File: config.mk
export PLATFORM = sky130hd
export DESIGN_NAME = dasc_top
export DESIGN_NICKNAME = d
export VERILOG_FILES = /design/src/rtl/dasc_pkg.sv /design/src/rtl/dasc_top.sv
export SDC_FILE = /design/constraint.sdc
export NUM_CORES = 1
export LEC_CHECK = 0
export ABC_CLOCK_PERIOD_IN_PS = 2500
export BUFFER_PORTS_ARGS = -buffer_cell sky130_fd_sc_hd__buf_2
export CAP_MARGIN = 20
export CORE_MARGIN = 3
export CORE_UTILIZATION = 45
export DETAILED_ROUTE_END_ITERATION = 10
export PLACE_DENSITY_LB_ADDON = 0.2
export SLEW_MARGIN = 5
export SYNTH_ARGS = -nofsm -noshare
export SYNTH_HDL_FRONTEND = slang
export SYNTH_SLANG_ARGS = --single-unit
File: constraint.sdc
create_clock -name clk_sys -period 2.5 [get_ports clk_sys]
set_input_delay 0.5 -clock clk_sys [delete_from_list [all_inputs] [get_ports clk_sys]]
set_output_delay 0.5 -clock clk_sys [all_outputs]
set_load 0.05 [all_outputs]
File: src/rtl/dasc_pkg.sv
// dasc_pkg: constants and types for the diagnostic adc sequencer control
// assumes a 100 MHz system clock and 16-bit registers on a wishbone bus
package dasc_pkg;
  localparam int unsigned CLK_HZ       = 100_000_000;
  localparam int unsigned ADC_CLK_HZ   = 76_800;
  // one adc clock in system cycles, rounded down
  localparam int unsigned ADC_TICK_CYC = CLK_HZ / ADC_CLK_HZ;
  localparam int unsigned TICK_W       = 12;

  // register indices; byte address is four times the index
  localparam logic [5:0] IDX_SWRST = 6'h07;
  localparam logic [5:0] IDX_CFG   = 6'h08;
  localparam logic [5:0] IDX_SEQ   = 6'h09;
  localparam logic [5:0] IDX_TRIG  = 6'h0a;
  localparam logic [5:0] IDX_SPEC  = 6'h0b;

  localparam logic [15:0] RST_CFG  = 16'h8810;
  localparam logic [7:0]  RST_SEQ  = 8'h80;
  localparam logic [7:0]  SWRST_KEY = 8'had;

  localparam int unsigned TRIG_ADC    = 0;
  localparam int unsigned TRIG_RELOAD = 1;
  localparam int unsigned SPEC_PINEN  = 0;
  localparam int unsigned SPEC_POL    = 1;
  localparam int unsigned SPEC_RELOAD = 2;

  // slot lengths in adc clocks for each rate code
  localparam logic [6:0] SLOT_R0    = 7'(ADC_CLK_HZ / 3840);
  localparam logic [6:0] SLOT_R1    = 7'(ADC_CLK_HZ / 2560);
  localparam logic [6:0] SLOT_R2    = 7'(ADC_CLK_HZ / 1280);
  localparam logic [6:0] SLOT_R3    = 7'(ADC_CLK_HZ / 640);
  localparam logic [6:0] SLOT_OTHER = 7'(ADC_CLK_HZ / 2560);

  localparam logic [3:0] CH_OFFSET = 4'h0;
  localparam logic [3:0] CH_ANALOG_INPUT_ZERO   = 4'h1;
  localparam logic [3:0] CH_ANALOG_INPUT_ONE   = 4'h2;
  localparam logic [3:0] CH_TEMP   = 4'h3;
  localparam logic [3:0] CH_GND    = 4'h9;

  localparam logic [3:0] THR_HI_FILL = 4'hf;
  localparam logic [3:0] THR_LO_FILL = 4'h0;
  localparam logic [1:0] ACT_ALARM_V = 2'h2;

  // field order matches the configuration register bit layout
  typedef struct packed {
    logic       inputBufferOff;
    logic [6:0] thresholdHysteresisCodes;
    logic [2:0] consecutiveFaultLimit;
    logic       inputSpanSelect;
    logic       convDoneEachChannel;
    logic [1:0] sampleRateSelect;
    logic       directMode;
  } dasc_cfg_t;

  typedef struct packed {
    logic [3:0] stopIdx;
    logic [3:0] startIdx;
  } dasc_seq_t;

  typedef enum logic [1:0] {
    ST_IDLE = 2'b01,
    ST_CONV = 2'b10
  } dasc_state_t;
endpackage

File: src/rtl/dasc_top.sv
// dasc_top: register file, channel sequencer, fault trip and alarm level
// assumes a wishbone classic master and an adc core on clk_sys
`timescale 1ns/100ps
`default_nettype none
module dasc_top #(
  parameter int unsigned TICK_CYCLES = dasc_pkg::ADC_TICK_CYC
) (
  input  wire logic                 clk_sys,
  input  wire logic                 rst_n,
  input  wire logic                 wb_cyc_i,
  input  wire logic                 wb_stb_i,
  input  wire logic                 wb_we_i,
  input  wire logic [7:0]           wb_adr_i,
  input  wire logic [3:0]           wb_sel_i,
  input  wire logic [31:0]          wb_dat_i,
  output logic      [31:0]          wb_dat_o,
  output logic                      wb_ack_o,
  input  wire logic                 sharedPolarityInputPin,
  input  wire logic [11:0]          adcResult,
  input  wire logic [1:0][15:0]     ainThreshold,
  input  wire logic [1:0][1:0]      ainAction,
  output dasc_pkg::dasc_cfg_t       adcCfg,
  output logic [3:0]                adcChannelSel,
  output logic                      adcBusy,
  output logic                      convDone,
  output logic                      sharedPinAsInput,
  output logic                      softResetPulse,
  output logic                      trimReloadPulse,
  output logic [1:0]                faultAlarm,
  output logic                      alarmLevelInternal,
  output logic                      driveAlarmLevel
);
  logic [1:0] rstSync_q;
  logic       rstInt_n;
  logic       pinMeta_q;
  logic       pinSync_q;

  always_ff @(posedge clk_sys or negedge rst_n) begin
    if (!rst_n) begin
      rstSync_q <= 2'h0;
    end else begin
      rstSync_q <= {rstSync_q[0], 1'b1};
    end
  end
  assign rstInt_n = rstSync_q[1];

  always_ff @(posedge clk_sys or negedge rstInt_n) begin
    if (!rstInt_n) begin
      pinMeta_q <= 1'b0;
      pinSync_q <= 1'b0;
    end else begin
      pinMeta_q <= sharedPolarityInputPin;
      pinSync_q <= pinMeta_q;
    end
  end

  // register file and bus slave
  dasc_pkg::dasc_cfg_t cfg_q, cfg_d;
  dasc_pkg::dasc_seq_t seq_q, seq_d;
  logic [2:0]  spec_q, spec_d;
  logic        adcTrig_q, adcTrig_d;
  logic        ack_q, ack_d;
  logic [31:0] rdat_q, rdat_d;
  logic        swRst_q, swRst_d;
  logic        reload_q, reload_d;
  logic        hwClrTrig;
  logic        wrEn, rdEn, keyWrite, trigWrite;
  logic [5:0]  regIdx;
  logic [15:0] wdat, rval;

  function automatic logic [15:0] mergeBytes(input logic [15:0] old,
                                             input logic [15:0] nw,
                                             input logic [1:0]  sel);
    mergeBytes = {sel[1] ? nw[15:8] : old[15:8],
                  sel[0] ? nw[7:0] : old[7:0]};
  endfunction

  assign regIdx    = wb_adr_i[7:2];
  assign wdat      = wb_dat_i[15:0];
  assign wrEn      = wb_cyc_i && wb_stb_i && wb_we_i && !ack_q;
  assign rdEn      = wb_cyc_i && wb_stb_i && !wb_we_i && !ack_q;
  assign keyWrite  = wrEn && regIdx == dasc_pkg::IDX_SWRST && wb_sel_i[0]
                     && wdat[7:0] == dasc_pkg::SWRST_KEY;
  assign trigWrite = wrEn && regIdx == dasc_pkg::IDX_TRIG && wb_sel_i[0];

  always_comb begin
    cfg_d     = cfg_q;
    seq_d     = seq_q;
    spec_d    = spec_q;
    adcTrig_d = adcTrig_q;
    ack_d     = wb_cyc_i && wb_stb_i && !ack_q;
    rdat_d    = 32'h0;
    swRst_d   = keyWrite;
    // reload bit taken before the soft reset clears it
    reload_d  = (trigWrite && wdat[dasc_pkg::TRIG_RELOAD])
                || (keyWrite && spec_q[dasc_pkg::SPEC_RELOAD]);
    // hardware end-of-sequence clear loses to a software write
    if (hwClrTrig) begin
      adcTrig_d = 1'b0;
    end
    if (keyWrite) begin
      cfg_d     = dasc_pkg::RST_CFG;
      seq_d     = dasc_pkg::RST_SEQ;
      spec_d    = 3'h0;
      adcTrig_d = 1'b0;
    end else if (wrEn) begin
      unique case (regIdx)
        dasc_pkg::IDX_CFG: begin
          cfg_d = mergeBytes(cfg_q, wdat, wb_sel_i[1:0]);
        end
        dasc_pkg::IDX_SEQ: begin
          if (wb_sel_i[0]) begin
            seq_d = wdat[7:0];
          end
        end
        dasc_pkg::IDX_TRIG: begin
          if (wb_sel_i[0]) begin
            adcTrig_d = wdat[dasc_pkg::TRIG_ADC];
          end
        end
        dasc_pkg::IDX_SPEC: begin
          if (wb_sel_i[0]) begin
            spec_d = wdat[2:0];
          end
        end
        default: begin
        end
      endcase
    end
    rval = 16'h0;
    unique case (regIdx)
      dasc_pkg::IDX_CFG:  rval = cfg_q;
      dasc_pkg::IDX_SEQ:  rval = {8'h00, seq_q};
      dasc_pkg::IDX_TRIG: rval = {15'h0000, adcTrig_q};
      dasc_pkg::IDX_SPEC: rval = {13'h0000, spec_q};
      default:            rval = 16'h0;
    endcase
    if (rdEn) begin
      rdat_d = {16'h0000, rval};
    end
  end

  always_ff @(posedge clk_sys or negedge rstInt_n) begin
    if (!rstInt_n) begin
      cfg_q     <= dasc_pkg::RST_CFG;
      seq_q     <= dasc_pkg::RST_SEQ;
      spec_q    <= 3'h0;
      adcTrig_q <= 1'b0;
      ack_q     <= 1'b0;
      rdat_q    <= 32'h0;
      swRst_q   <= 1'b0;
      reload_q  <= 1'b0;
    end else begin
      cfg_q     <= cfg_d;
      seq_q     <= seq_d;
      spec_q    <= spec_d;
      adcTrig_q <= adcTrig_d;
      ack_q     <= ack_d;
      rdat_q    <= rdat_d;
      swRst_q   <= swRst_d;
      reload_q  <= reload_d;
    end
  end

  assign wb_ack_o         = ack_q;
  assign wb_dat_o         = rdat_q;
  assign adcCfg           = cfg_q;
  assign softResetPulse   = swRst_q;
  assign trimReloadPulse  = reload_q;
  assign sharedPinAsInput = spec_q[dasc_pkg::SPEC_PINEN];

  // channel sequencer
  localparam int unsigned TICK_W = dasc_pkg::TICK_W;
  dasc_pkg::dasc_state_t state_q, state_d;
  logic [TICK_W-1:0] tickCnt_q, tickCnt_d;
  logic [6:0]        slotCnt_q, slotCnt_d, slotLen;
  logic [3:0]        seqIdx_q, seqIdx_d, effStop, chanSel_d, chanSel_q;
  logic              tick, slotEnd, lastSlot, eoc_q, eoc_d;

  assign effStop = (seq_q.stopIdx < seq_q.startIdx) ? seq_q.startIdx
                                                    : seq_q.stopIdx;
  assign tick = tickCnt_q == TICK_W'(TICK_CYCLES - 1);

  always_comb begin
    state_d   = state_q;
    seqIdx_d  = seqIdx_q;
    slotCnt_d = slotCnt_q;
    tickCnt_d = tick ? '0 : tickCnt_q + 1'b1;
    slotEnd   = 1'b0;
    lastSlot  = seqIdx_q == effStop;
    hwClrTrig = 1'b0;
    // only the two external inputs follow the rate field
    if (seqIdx_q == dasc_pkg::CH_ANALOG_INPUT_ZERO || seqIdx_q == dasc_pkg::CH_ANALOG_INPUT_ONE) begin
      unique case (cfg_q.sampleRateSelect)
        2'h0: slotLen = dasc_pkg::SLOT_R0;
        2'h1: slotLen = dasc_pkg::SLOT_R1;
        2'h2: slotLen = dasc_pkg::SLOT_R2;
        2'h3: slotLen = dasc_pkg::SLOT_R3;
      endcase
    end else begin
      slotLen = dasc_pkg::SLOT_OTHER;
    end
    unique case (state_q)
      dasc_pkg::ST_IDLE: begin
        if (adcTrig_q) begin
          state_d   = dasc_pkg::ST_CONV;
          seqIdx_d  = seq_q.startIdx;
          slotCnt_d = 7'h0;
        end
      end
      dasc_pkg::ST_CONV: begin
        if (!adcTrig_q) begin
          state_d = dasc_pkg::ST_IDLE;
        end else if (tick) begin
          slotCnt_d = slotCnt_q + 7'h1;
          if (slotCnt_q + 7'h1 >= slotLen) begin
            slotEnd   = 1'b1;
            slotCnt_d = 7'h0;
            if (lastSlot) begin
              seqIdx_d = seq_q.startIdx;
              if (cfg_q.directMode) begin
                hwClrTrig = 1'b1;
                state_d   = dasc_pkg::ST_IDLE;
              end
            end else begin
              seqIdx_d = seqIdx_q + 4'h1;
            end
          end
        end
      end
      default: begin
        state_d = dasc_pkg::ST_IDLE;
      end
    endcase
    eoc_d = slotEnd && (cfg_q.convDoneEachChannel || lastSlot);
    // second input reads ground while its pin sets polarity
    chanSel_d = (seqIdx_d > 4'h8) ? dasc_pkg::CH_GND : seqIdx_d;
    if (seqIdx_d == dasc_pkg::CH_ANALOG_INPUT_ONE && !sharedPinAsInput) begin
      chanSel_d = dasc_pkg::CH_GND;
    end
  end

  always_ff @(posedge clk_sys or negedge rstInt_n) begin
    if (!rstInt_n) begin
      state_q   <= dasc_pkg::ST_IDLE;
      tickCnt_q <= '0;
      slotCnt_q <= 7'h0;
      seqIdx_q  <= 4'h0;
      chanSel_q <= 4'h0;
      eoc_q     <= 1'b0;
    end else begin
      state_q   <= state_d;
      tickCnt_q <= tickCnt_d;
      slotCnt_q <= slotCnt_d;
      seqIdx_q  <= seqIdx_d;
      chanSel_q <= chanSel_d;
      eoc_q     <= eoc_d;
    end
  end

  assign adcChannelSel = chanSel_q;
  assign adcBusy       = state_q == dasc_pkg::ST_CONV;
  assign convDone      = eoc_q;

  // fault detection on the two external inputs
  logic [1:0] alarmDrive;

  for (genvar c = 0; c < 2; c++) begin : g_fault
    logic [3:0]  cnt_q, cnt_d;
    logic        alarm_q, alarm_d, sample, fault;
    logic [12:0] hiThr, loThr;

    assign sample = slotEnd && seqIdx_q == dasc_pkg::CH_ANALOG_INPUT_ZERO + 4'(c)
                    && (c == 0 || sharedPinAsInput);
    assign hiThr = {1'b0, ainThreshold[c][15:8], dasc_pkg::THR_HI_FILL};
    assign loThr = {1'b0, ainThreshold[c][7:0], dasc_pkg::THR_LO_FILL};
    assign fault = {1'b0, adcResult} > hiThr
                   || {1'b0, adcResult} < loThr;

    always_comb begin
      cnt_d   = cnt_q;
      alarm_d = alarm_q;
      if (sample) begin
        cnt_d = fault ? cnt_q + 4'h1 : 4'h0;
        if (cnt_d > {1'b0, cfg_q.consecutiveFaultLimit}) begin
          alarm_d = 1'b1;
          cnt_d   = cnt_q;
        end
        // release only once back inside by the hysteresis margin
        if (alarm_q && {1'b0, adcResult} + 13'(cfg_q.thresholdHysteresisCodes)
            <= hiThr && {1'b0, adcResult} >=
            loThr + 13'(cfg_q.thresholdHysteresisCodes)) begin
          alarm_d = 1'b0;
          cnt_d   = 4'h0;
        end
      end
    end

    always_ff @(posedge clk_sys or negedge rstInt_n) begin
      if (!rstInt_n) begin
        cnt_q   <= 4'h0;
        alarm_q <= 1'b0;
      end else begin
        cnt_q   <= cnt_d;
        alarm_q <= alarm_d;
      end
    end

    assign faultAlarm[c] = alarm_q;
    assign alarmDrive[c] = alarm_q && ainAction[c] == dasc_pkg::ACT_ALARM_V;

  end

  // alarm voltage level
  logic lvl_q, lvl_d, drive_q, drive_d;

  always_comb begin
    lvl_d   = spec_q[dasc_pkg::SPEC_POL]
              || (pinSync_q && !sharedPinAsInput);
    drive_d = |alarmDrive;
  end

  // drive flag resets high so the level holds during hardware reset
  always_ff @(posedge clk_sys or negedge rstInt_n) begin
    if (!rstInt_n) begin
      lvl_q   <= 1'b0;
      drive_q <= 1'b1;
    end else begin
      lvl_q   <= lvl_d;
      drive_q <= drive_d;
    end
  end

  assign alarmLevelInternal = lvl_q;
  assign driveAlarmLevel    = drive_q;
endmodule
`default_nettype wire

After elaboration in Yosys (flattened, before gate mapping). Cells that the tools add are included. Widths: inputs -> output; s select.

Flip-flop bits (word level): 109. Bits of input ports: 98. Output and inout port bits: 62. Word-level logic and storage cells: 196.

Add/sub/neg operators: 8. $lt $le $gt $ge: 13. Equal/unequal tests: 27. Mux-type cells: 63. Reductions and logical operators: 55.

Operators with widths (number): $mux 16 (4); $pmux 16 s4 (1); $mux 4 (14); $mux 8 (5); $add 12x7->13 (3); $mux 7 (5); $pmux 7 s4 (1); $ge 12x13->1 (2); $le 13x12->1 (2); $logic_and 1x1->1 (25); $eq 6x4->1 const B (4); $gt 12x12->1 (2); $lt 12x12->1 (2); $mux 1 (19); $reduce_bool 2->1 (9); $pmux 7 s2 (1); $add 12x1->12 const B (1); $add 4x1->4 const B (3); $eq 12x11->1 const B (1); $mux 12 (1); $mux 2 (6); $mux 3 (4); $reduce_and 3->1 (4); $eq 2x2->1 const B (5); other kinds (24) (42).

Logic depth before layout (Yosys ltp). Gate-level depths: netlist (run 1).

Depth after elaboration: 13. Gate-level depth with buffers: 21. Gate-level depth less buffers: 21.

Least setup slack after synthesis (run 1). Ideal clock, no wire load.

Kind: reg2reg. From: reg cfg_q, in the netlist adcCfg[8]. To: reg g_fault[1].cnt_q[0]. Library setup time: 125 ps. Arrival: 3948 ps. Data required time: 2375 ps. Slack: -1573 ps. Cell stages (with the launch flop): 19. Path buffers: 0. Period minus slack after synthesis: 4073 ps. Cells stage by stage: dfrtp_1 ha_1 inv_1 fa_1 o21ba_2 o21bai_1 a21o_1 nand2_1 a21oi_1 nand2_1 xnor2_1 ha_1 a211o_1 a21oi_1 o21a_1 a221oi_1 nor4bb_1 o21ai_0 mux2_2.

Longest elaborated chain between the ends: 6. Elaborated cells on any way between the ends: 9. Those cells by class: add/sub: 2; order compare: 2; eq/ne: 1; mux: 1; reduce/logical: 3.

RTL lines: start, declared (line dasc_top.sv:58) `dasc_pkg::dasc_cfg_t cfg_q, cfg_d;`; start signal, assigned (line dasc_top.sv:145) `cfg_q <= dasc_pkg::RST_CFG;`; start signal, assigned (line dasc_top.sv:154) `cfg_q <= cfg_d;`; $add 12x7->13 (line dasc_top.sv:290) `if (alarm_q && {1'b0, adcResult} + 13'(cfg_q.thresholdHysteresisCodes)`; $le 13x12->1 (line dasc_top.sv:291) `<= hiThr && {1'b0, adcResult} >=`; $logic_and 1x1->1 (line dasc_top.sv:290); $logic_and 1x1->1 (*) (line dasc_top.sv:291); $ne 2x1->1 (no line); $reduce_and 2->1 (no line); end signal, assigned (line dasc_top.sv:304) `cnt_q <= cnt_d;`; end, declared (line dasc_top.sv:269) `logic [3:0] cnt_q, cnt_d;`.

Every way passes the cells marked *; elsewhere a longest branch is shown, timed or not. A chain may end at the register's enable or synchronous reset.

Final worst setup path (run 1).
From: reg cfg_q, in the netlist adcCfg[9]. To: reg g_fault[1].cnt_q[0].

Same word-level chain as after synthesis.

==> reports/qor.yml, run 1 <==
p_int_mw: 3.20
die_h_microns: 133
placed_cells: 1268
seqCellArea_sq_um: 2350
fin_worst_skew_ps: 8.77
die_area_sq_um: 17700
yosys-top-cells-count: "103 x ha_1, 87 x dfrtp_1, 72 x inv_1"
violations: "negative setup slack"
wire_per_inst_microns: 15.9
synth_async_sr_flop_share_pct: 100
avgSynthCellArea_sq_um: 9.37
coreArea_sq_um: 15500
clkTransAtPathRegs_ps: 70
worstMarginPinSlew_ps: 512
synth_edf_count: 0
syn_inst: 773
critical_path_peak_fanout: 4
ys_ff_latch: 93
synth.cell_area_sq_um: 7250
die_w_microns: 133
track_usage_pct: 23.5
setup_viol: 23
end_kind: "register"
initial_core_util_pct: 46.8
period_share_pct: 158
drt-total-wl_mm: 20.7
synth.distinct_cells: 79
m1WireLength_mm: 9.19
clk_path_buf_depth: 2
synth.most_common_cell: "ha_1"
clock_sinks: 93
fillers: 1269
hold_class: "in2reg"
cts_made_buffers: 9
synth_top_cell_by_area: "dfrtp_1"
ys_top_cells_by_area: "dfrtp_1 30%, ha_1 18%, mux2i_1 4.1%"
power.switching_mw: 1.75
clk_latency_ps: 350
p_per_area_nw_per_um2: 484
wl_met3_microns: 867
place_hpwl_mm: 16.0
multi_input_area_sq_um: 4880
overflow: 0
clkPwrFrac_pct: 27.8
via_per_inst: 5.19
leakage_nw: 5.51
hold_viol_final: 0
yosysWarnings: 0
postRouteAntennaNets: 0
worstPathRequired_ps: 2740
dpl_worst_slack_ps: -1660
vias: 6778
ys_seq_area_share_pct: 32.2
drv_cap: 0
nets: 1295
antenna_found_initial: 0
dr.pass1.iters: 7
wl_met2_mm: 10.2
synth_flop_cell: "dfrtp_1"
area_growth_syn_to_layout_pct: 41.1
fin_crit_ps: 3950
grt_pass1_wl_mm: 33.7
p_seq_share_pct: 33.5
grt_start_max_net_pins: 38
cts_root_buffer: "clkbuf_16"
drc_errors: 0
startpoint_type: "register"
ios: 160
rsz0062_at_grt: "yes"
final_layout_size_suffix_gt1_share_pct: 39.9
slew_headroom_pct: 65.8
place.port_buffers: 123
switching_share_pct: 35.4
place_congestion: 0.897
diodes: 0
clock.fmax_mhz: 253
grt_pass1_vias: 6882
htreeDepth: 3
peakVddDrop_mv: 0.444
highest_layer: "met4"
fin_ws_ps: -1450
finalMaxSlewViolations: 0
crit_type: "reg2reg"
cts_tree: "yes"
yosysTopAreaCellShare_pct: 30.0
finalNonFillerCells: 1307
rows: 45
comb_power_share_pct: 38.7
crit_arrival_ps: 4190
outcome: "finished with violations"
first_iter_violations: 339
[power groups by stage]
stage,combinational (mW),sequential (mW),clock (mW)
final,1.91,1.66,1.38
after global routing,2.09,1.67,1.47
after CTS,1.84,1.66,1.41
after detailed placement,1.72,1.69,0
after global placement,1.70,1.68,0
after floorplan,0.980,1.79,0
[worst paths after layout]
| path | from | endpoint | slack [ps] | cells past startpoint |
|---|---|---|---|---|
| worst max-delay path | adcCfg[9]$_DFFE_PN0P_ | g_fault[1].cnt_q[0]$_DFFE_PN0P_ | -1450 | 21 |
| worst min-delay path | sharedPolarityInputPin | pinMeta_q$_DFF_PN0_ | 260 | 1 |
| worst max register to register | adcCfg[9]$_DFFE_PN0P_ | g_fault[1].cnt_q[0]$_DFFE_PN0P_ | -1450 | 21 |
| worst min register to register | rstSync_q[1]$_DFF_PN0_ | tickCnt_q[0]$_DFF_PN0_ | 310 | 0 |
| max in group asynchronous | rstSync_q[1]$_DFF_PN0_ | adcCfg[15]$_DFFE_PN1P_ | 1480 | 1 |
| min in group asynchronous | rstSync_q[1]$_DFF_PN0_ | tickCnt_q[0]$_DFF_PN0_ | 310 | 0 |
[per-layer routing]
| layer | up-vias | track usage, % |
|---|---|---|
| met2 | 169 | 40.3 |
| met3 | 32 | 3.23 |
| met5 | - | 0 |
| met4 | 0 | 9.18 |
| met1 | 3217 | 30.0 |
| li1 | 3360 | - |
[final cells by class]
class | count | area share [%]
timing repair buffer | 324 | 21.2
sequential | 93 | 22.9
inverter | 73 | 2.68
tap | 211 | 2.58
clock inverter | 6 | 0.612
clock buffer | 10 | 2.24
multi-input combinational | 590 | 47.8
[per-stage QoR]
stage | cell area (sq um) | total power [mW] | hold slack, ps | util (%) | setup TNS, ps
after global routing | 10200 | 5.22 | 248 | 66.0 | -20230
final | 10200 | 4.95 | 258 | 66.0 | -16510
after floorplan | 7370 | 2.77 | 204 | - | -13510
after detailed placement | 9410 | 3.41 | 289 | 60.8 | -21070
after CTS | 10100 | 4.91 | 248 | 64.9 | -14620
after global placement | 9410 | 3.38 | 287 | 60.8 | -19770
[worst max-delay path, cell delays in order (launching register included)]
cell and delay [ps]:
dfrtp_2 400, inv_2 90, ha_1 240, nand2b_4 150, a21oi_2 140, nor2_1 60
o21bai_1 210, a21o_1 190, a21o_1 130, a21o_1 160, and3_1 200, xor2_2 170
ha_1 260, nand2_2 110, nor2_4 60, a21oi_1 150, o21a_1 180, a221oi_4 80
nor4bb_4 350, buf_4 190, o21ai_4 60, mux2_2 260
[flip-flops by register name, indices dropped and copies added, names as in the netlist, 2 cells and up]
register,flops
rstSync_q,2
state_q,2
seqIdx_q,4
adcCfg,16
slotCnt_q,7
g_fault.cnt_q,8
g_fault.alarm_q,2
adcChannelSel,4
seq_q,8
wb_dat_o,16
spec_q,3
tickCnt_q,12
[what timing repair did]
item	4_1_cts	5_1_grt
setup endpoints to repair	29	26
hold endpoints to repair	2	0
hold buffers	1	0
pin swaps	31	11
buffers inserted	16	8
gates resized for setup	49	26
[cells in the final DEF, fill, tap and decap left out, types with 18 or more instances in the layout]
cell type / instances
buf_4: 192
buf_2: 123
ha_1: 97
dfrtp_1: 80
inv_1: 65
nor2_1: 52
nand2_1: 30
mux2i_1: 30
a21o_1: 28
a21oi_1: 26
o21ai_0: 26
xnor2_1: 21
nand3_1: 20
xor2_1: 18
[logic make-up after synthesis]
family	count (synthesis)	synth area share, %
xor+xnor	43	5.30
fa+ha+maj	106	18.6
buf+inv	105	6.42
other cells	2	0.104
flops	93	32.2
compound gates	164	15.7
mux	35	5.03
simple gates	225	16.6
Power figures use the tool's default switching activity.
==> run 2: changes to the inputs <==
--- a/config.mk
+++ b/config.mk
@@ -5,6 +5,7 @@
 export SDC_FILE = /design/constraint.sdc
 export NUM_CORES = 1
 export LEC_CHECK = 0
+export ABC_AREA = 1
 export ABC_CLOCK_PERIOD_IN_PS = 2500
 export BUFFER_PORTS_ARGS = -buffer_cell sky130_fd_sc_hd__buf_2
 export CAP_MARGIN = 20
==> run 2 against run 1 <==
The run still ends with negative setup slack left. Non-clock buffer count fell by 23. Final area grew 3.9%. Sequential share of layout area fell by 0.91 points. Critical path depth is 2 higher. Clock power rose by 3%. Die area rose by 4.6%. Cell count grew 17%. Via count up 12%. Synthesized area up 4.8%. Core utilization fell by 0.32 points. Register-to-register slack better by 400 ps. Highest routed layer unchanged.
==> reports/qor.yml, run 2 <==
first_iter_violations: 361  # +6.5%
finalMaxSlewViolations: 0  # unchanged
die_h_microns: 136  # +2.3%
clk_path_buf_depth: 2  # unchanged
critPathTopFamily: "compound AO/OA/AOI/OAI gates"
postRouteAntennaNets: 0  # unchanged
synth.distinct_cells: 48  # -39%
worstPathRequired_ps: 2800  # +60 ps
area_growth_syn_to_layout_pct: 39.9
cpPeakStageDelay_ps: 390  # about the same
wire_per_inst_microns: 13.7  # -13%
antenna_found_initial: 0  # unchanged
rows: 46  # +2.2%
die_area_sq_um: 18500  # +4.6%
vias: 7620  # +12%
htreeDepth: 3  # unchanged
nets: 1518  # +17%
diodes: 0  # unchanged
cts_made_buffers: 9  # unchanged
place_congestion: 0.925  # +3.1%
syn_inst: 1009  # +31%
synth_flop_cell: "dfrtp_1"
crit_arrival_ps: 3840  # -350 ps
avgSynthCellArea_sq_um: 7.53  # -20%
power.switching_mw: 2.45  # +40%
drt-total-wl_mm: 21.1  # +1.6%
dpl_worst_slack_ps: -1230  # +433 ps
die_w_microns: 136  # +2.3%
setup_viol: 19  # -17%
slew_headroom_pct: 41.0  # -25 points
yosysTopAreaCellShare_pct: 28.7  # -1.4 points
violations: "negative setup slack"
outcome: "finished with violations"
end_kind: "register"
rsz0062_at_grt: "yes"
worstMarginPinSlew_ps: 879  # +366 ps
clkPwrFrac_pct: 23.2  # -4.6 points
startpoint_type: "register"
p_int_mw: 3.66  # +15%
hold_viol_final: 0  # unchanged
synth.cell_area_sq_um: 7600  # +4.8%
grt_pass1_vias: 7263  # +5.5%
drc_errors: 0  # unchanged
coreArea_sq_um: 16200  # +4.5%
clk_latency_ps: 350  # about the same
cp_slowest_cell: "dfrtp_2"
fin_ws_ps: -1040  # +404 ps
synth_async_sr_flop_share_pct: 100  # unchanged
place.port_buffers: 123  # unchanged
place_hpwl_mm: 16.6  # +3.7%
synth_top_cell_by_area: "dfrtp_1"
fillers: 1399  # +10%
critical_path_peak_fanout: 3  # -1
ys_ff_latch: 93  # unchanged
final_common_cell: "nand2_1"
worstPathCellList: "ha_4 > inv_2 > fa_2 > nor2_4 > o21ai_1 > nand2_1 > a21oi_2 > o21bai_1 > nand2_1 > a21oi_2 > buf_4 > xor2_2 > inv_2 > ha_4 > inv_1 > buf_4 > nor3_1 > o211a_1 > o21bai_2 > buf_4 > nand3_1 > nand3_1 > nand2_1"
p_seq_share_pct: 28.2  # -5.3 points
timing.hold.ws_ps: 241  # -16.6 ps
fin_crit_ps: 3540  # -404 ps
yosys-top-cells-count: "190 x nand2_1, 168 x inv_1, 103 x ha_1"
grt_pass1_wl_mm: 34.4  # +2.1%
hold_class: "reg2async"
drv_cap: 0  # unchanged
via_per_inst: 4.96  # -4.3%
ys_seq_area_share_pct: 30.7  # -1.5 points
crit_type: "reg2reg"
synth_edf_count: 0  # unchanged
post-route-util_pct: 65.7  # -0.32 points
switching_share_pct: 40.1  # +4.7 points
final_cell_mix: "179 x nand2_1, 162 x buf_4, 152 x inv_1"
track_usage_pct: 23.0  # -0.54 points
dr.pass1.iters: 5  # -2
cts_root_buffer: "clkbuf_16"
overflow: 0  # unchanged
grt_start_max_net_pins: 44  # +16%
leakage_nw: 5.72  # +3.8%
final_layout_size_suffix_gt1_share_pct: 34.8  # -5.1 points
clock.fmax_mhz: 282  # +11%
cts_tree: "yes"
ys_top_cells_by_area: "dfrtp_1 29%, ha_1 17%, nand2_1 9.4%"
critPathBufInv: 6  # +4
clock_sinks: 93  # unchanged
initial_core_util_pct: 47.0  # +0.17 points
clkTransAtPathRegs_ps: 70  # about the same
synth.most_common_cell: "nand2_1"
fin_worst_skew_ps: 9.28  # +0.510 ps
yosysWarnings: 0  # unchanged
p_per_area_nw_per_um2: 576  # +19%
peakVddDrop_mv: 0.568  # +28%
comb_power_share_pct: 48.6  # +9.9 points
totalNegativeSetupSlack_ps: -11620  # +4890 ps
period_share_pct: 142  # -16 points
ios: 160  # unchanged
==> run 2: cells by family (layout without fill, tap and decap cells) <==
| group | count (synthesis) | count (layout) | share of synthesized area [%] |
|---|---|---|---|
| other cells | 2 | 17 | 0.0989 |
| simple gates | 412 | 412 | 24.6 |
| fa+ha+maj | 106 | 106 | 17.8 |
| buf+inv | 205 | 500 | 11.0 |
| xor+xnor | 30 | 30 | 3.46 |
| flops | 93 | 93 | 30.7 |
| compound gates | 161 | 161 | 12.4 |
==> run 2: cell type report <==
class | instances | area [sq um] | area share, %
well taps | 216 | 270 | 2.54
clock inverters | 7 | 81.3 | 0.765
flip-flops and latches | 93 | 2340 | 22.0
inverters | 183 | 696 | 6.55
multi-input cells | 726 | 4990 | 46.9
repair buffers | 301 | 2020 | 19.0
clock buffers | 9 | 225 | 2.12
==> run 2: final timing paths <==
check | start | endpoint | slack (ps) | cells after the start
worst min register to register | rstSync_q[1]$_DFF_PN0_ | softResetPulse$_DFF_PN0_ | 240 | 0
worst max register to register | adcCfg[8]$_DFFE_PN0P_ | g_fault[1].cnt_q[1]$_DFFE_PN0P_ | -1040 | 23
worst min-delay path | rstSync_q[1]$_DFF_PN0_ | softResetPulse$_DFF_PN0_ | 240 | 0
min in group clk_sys | sharedPolarityInputPin | pinMeta_q$_DFF_PN0_ | 250 | 1
worst max-delay path | adcCfg[8]$_DFFE_PN0P_ | g_fault[1].cnt_q[1]$_DFFE_PN0P_ | -1040 | 23
max in group asynchronous | rstSync_q[1]$_DFF_PN0_ | state_q[0]$_DFFE_PN1P_ | 1540 | 1
==> run 2: per-stage QoR <==
stage | std cells | instance area (sq um) | total power, mW
finish | 1535 | 10600 | 6.12
global route | 1535 | 10600 | 6.53
CTS | 1526 | 10300 | 5.79
detailed placement | 1496 | 9660 | 4.18
global placement | 1496 | 9660 | 4.14
floorplan | 1024 | 7740 | 3.36
==> run 2: per-layer routing <==
layer	track usage (%)	share of wire (%)
met1	31.4	47
met2	38.5	47
met3	3.11	4.5
met4	5.77	1.5
met5	0	0
==> run 2: power groups by stage <==
stage | combinational, mW | clock [mW] | sequential (mW)
final | 2.97 | 1.42 | 1.72
after global routing | 3.28 | 1.51 | 1.74
after CTS | 2.61 | 1.45 | 1.72
after detailed placement | 2.43 | 0 | 1.75
after global placement | 2.40 | 0 | 1.74
after floorplan | 1.45 | 0 | 1.91
==> run 2: repair_timing <==
action / in CTS / in global routing
gates resized for setup: 47 / 58
cloned: 0 / 0
endpoints found under the hold margin: 2 / 0
hold buffers: 1 / 0
pin swaps: 48 / 72
setup buffers: 16 / 11
endpoints found under the setup margin: 24 / 29
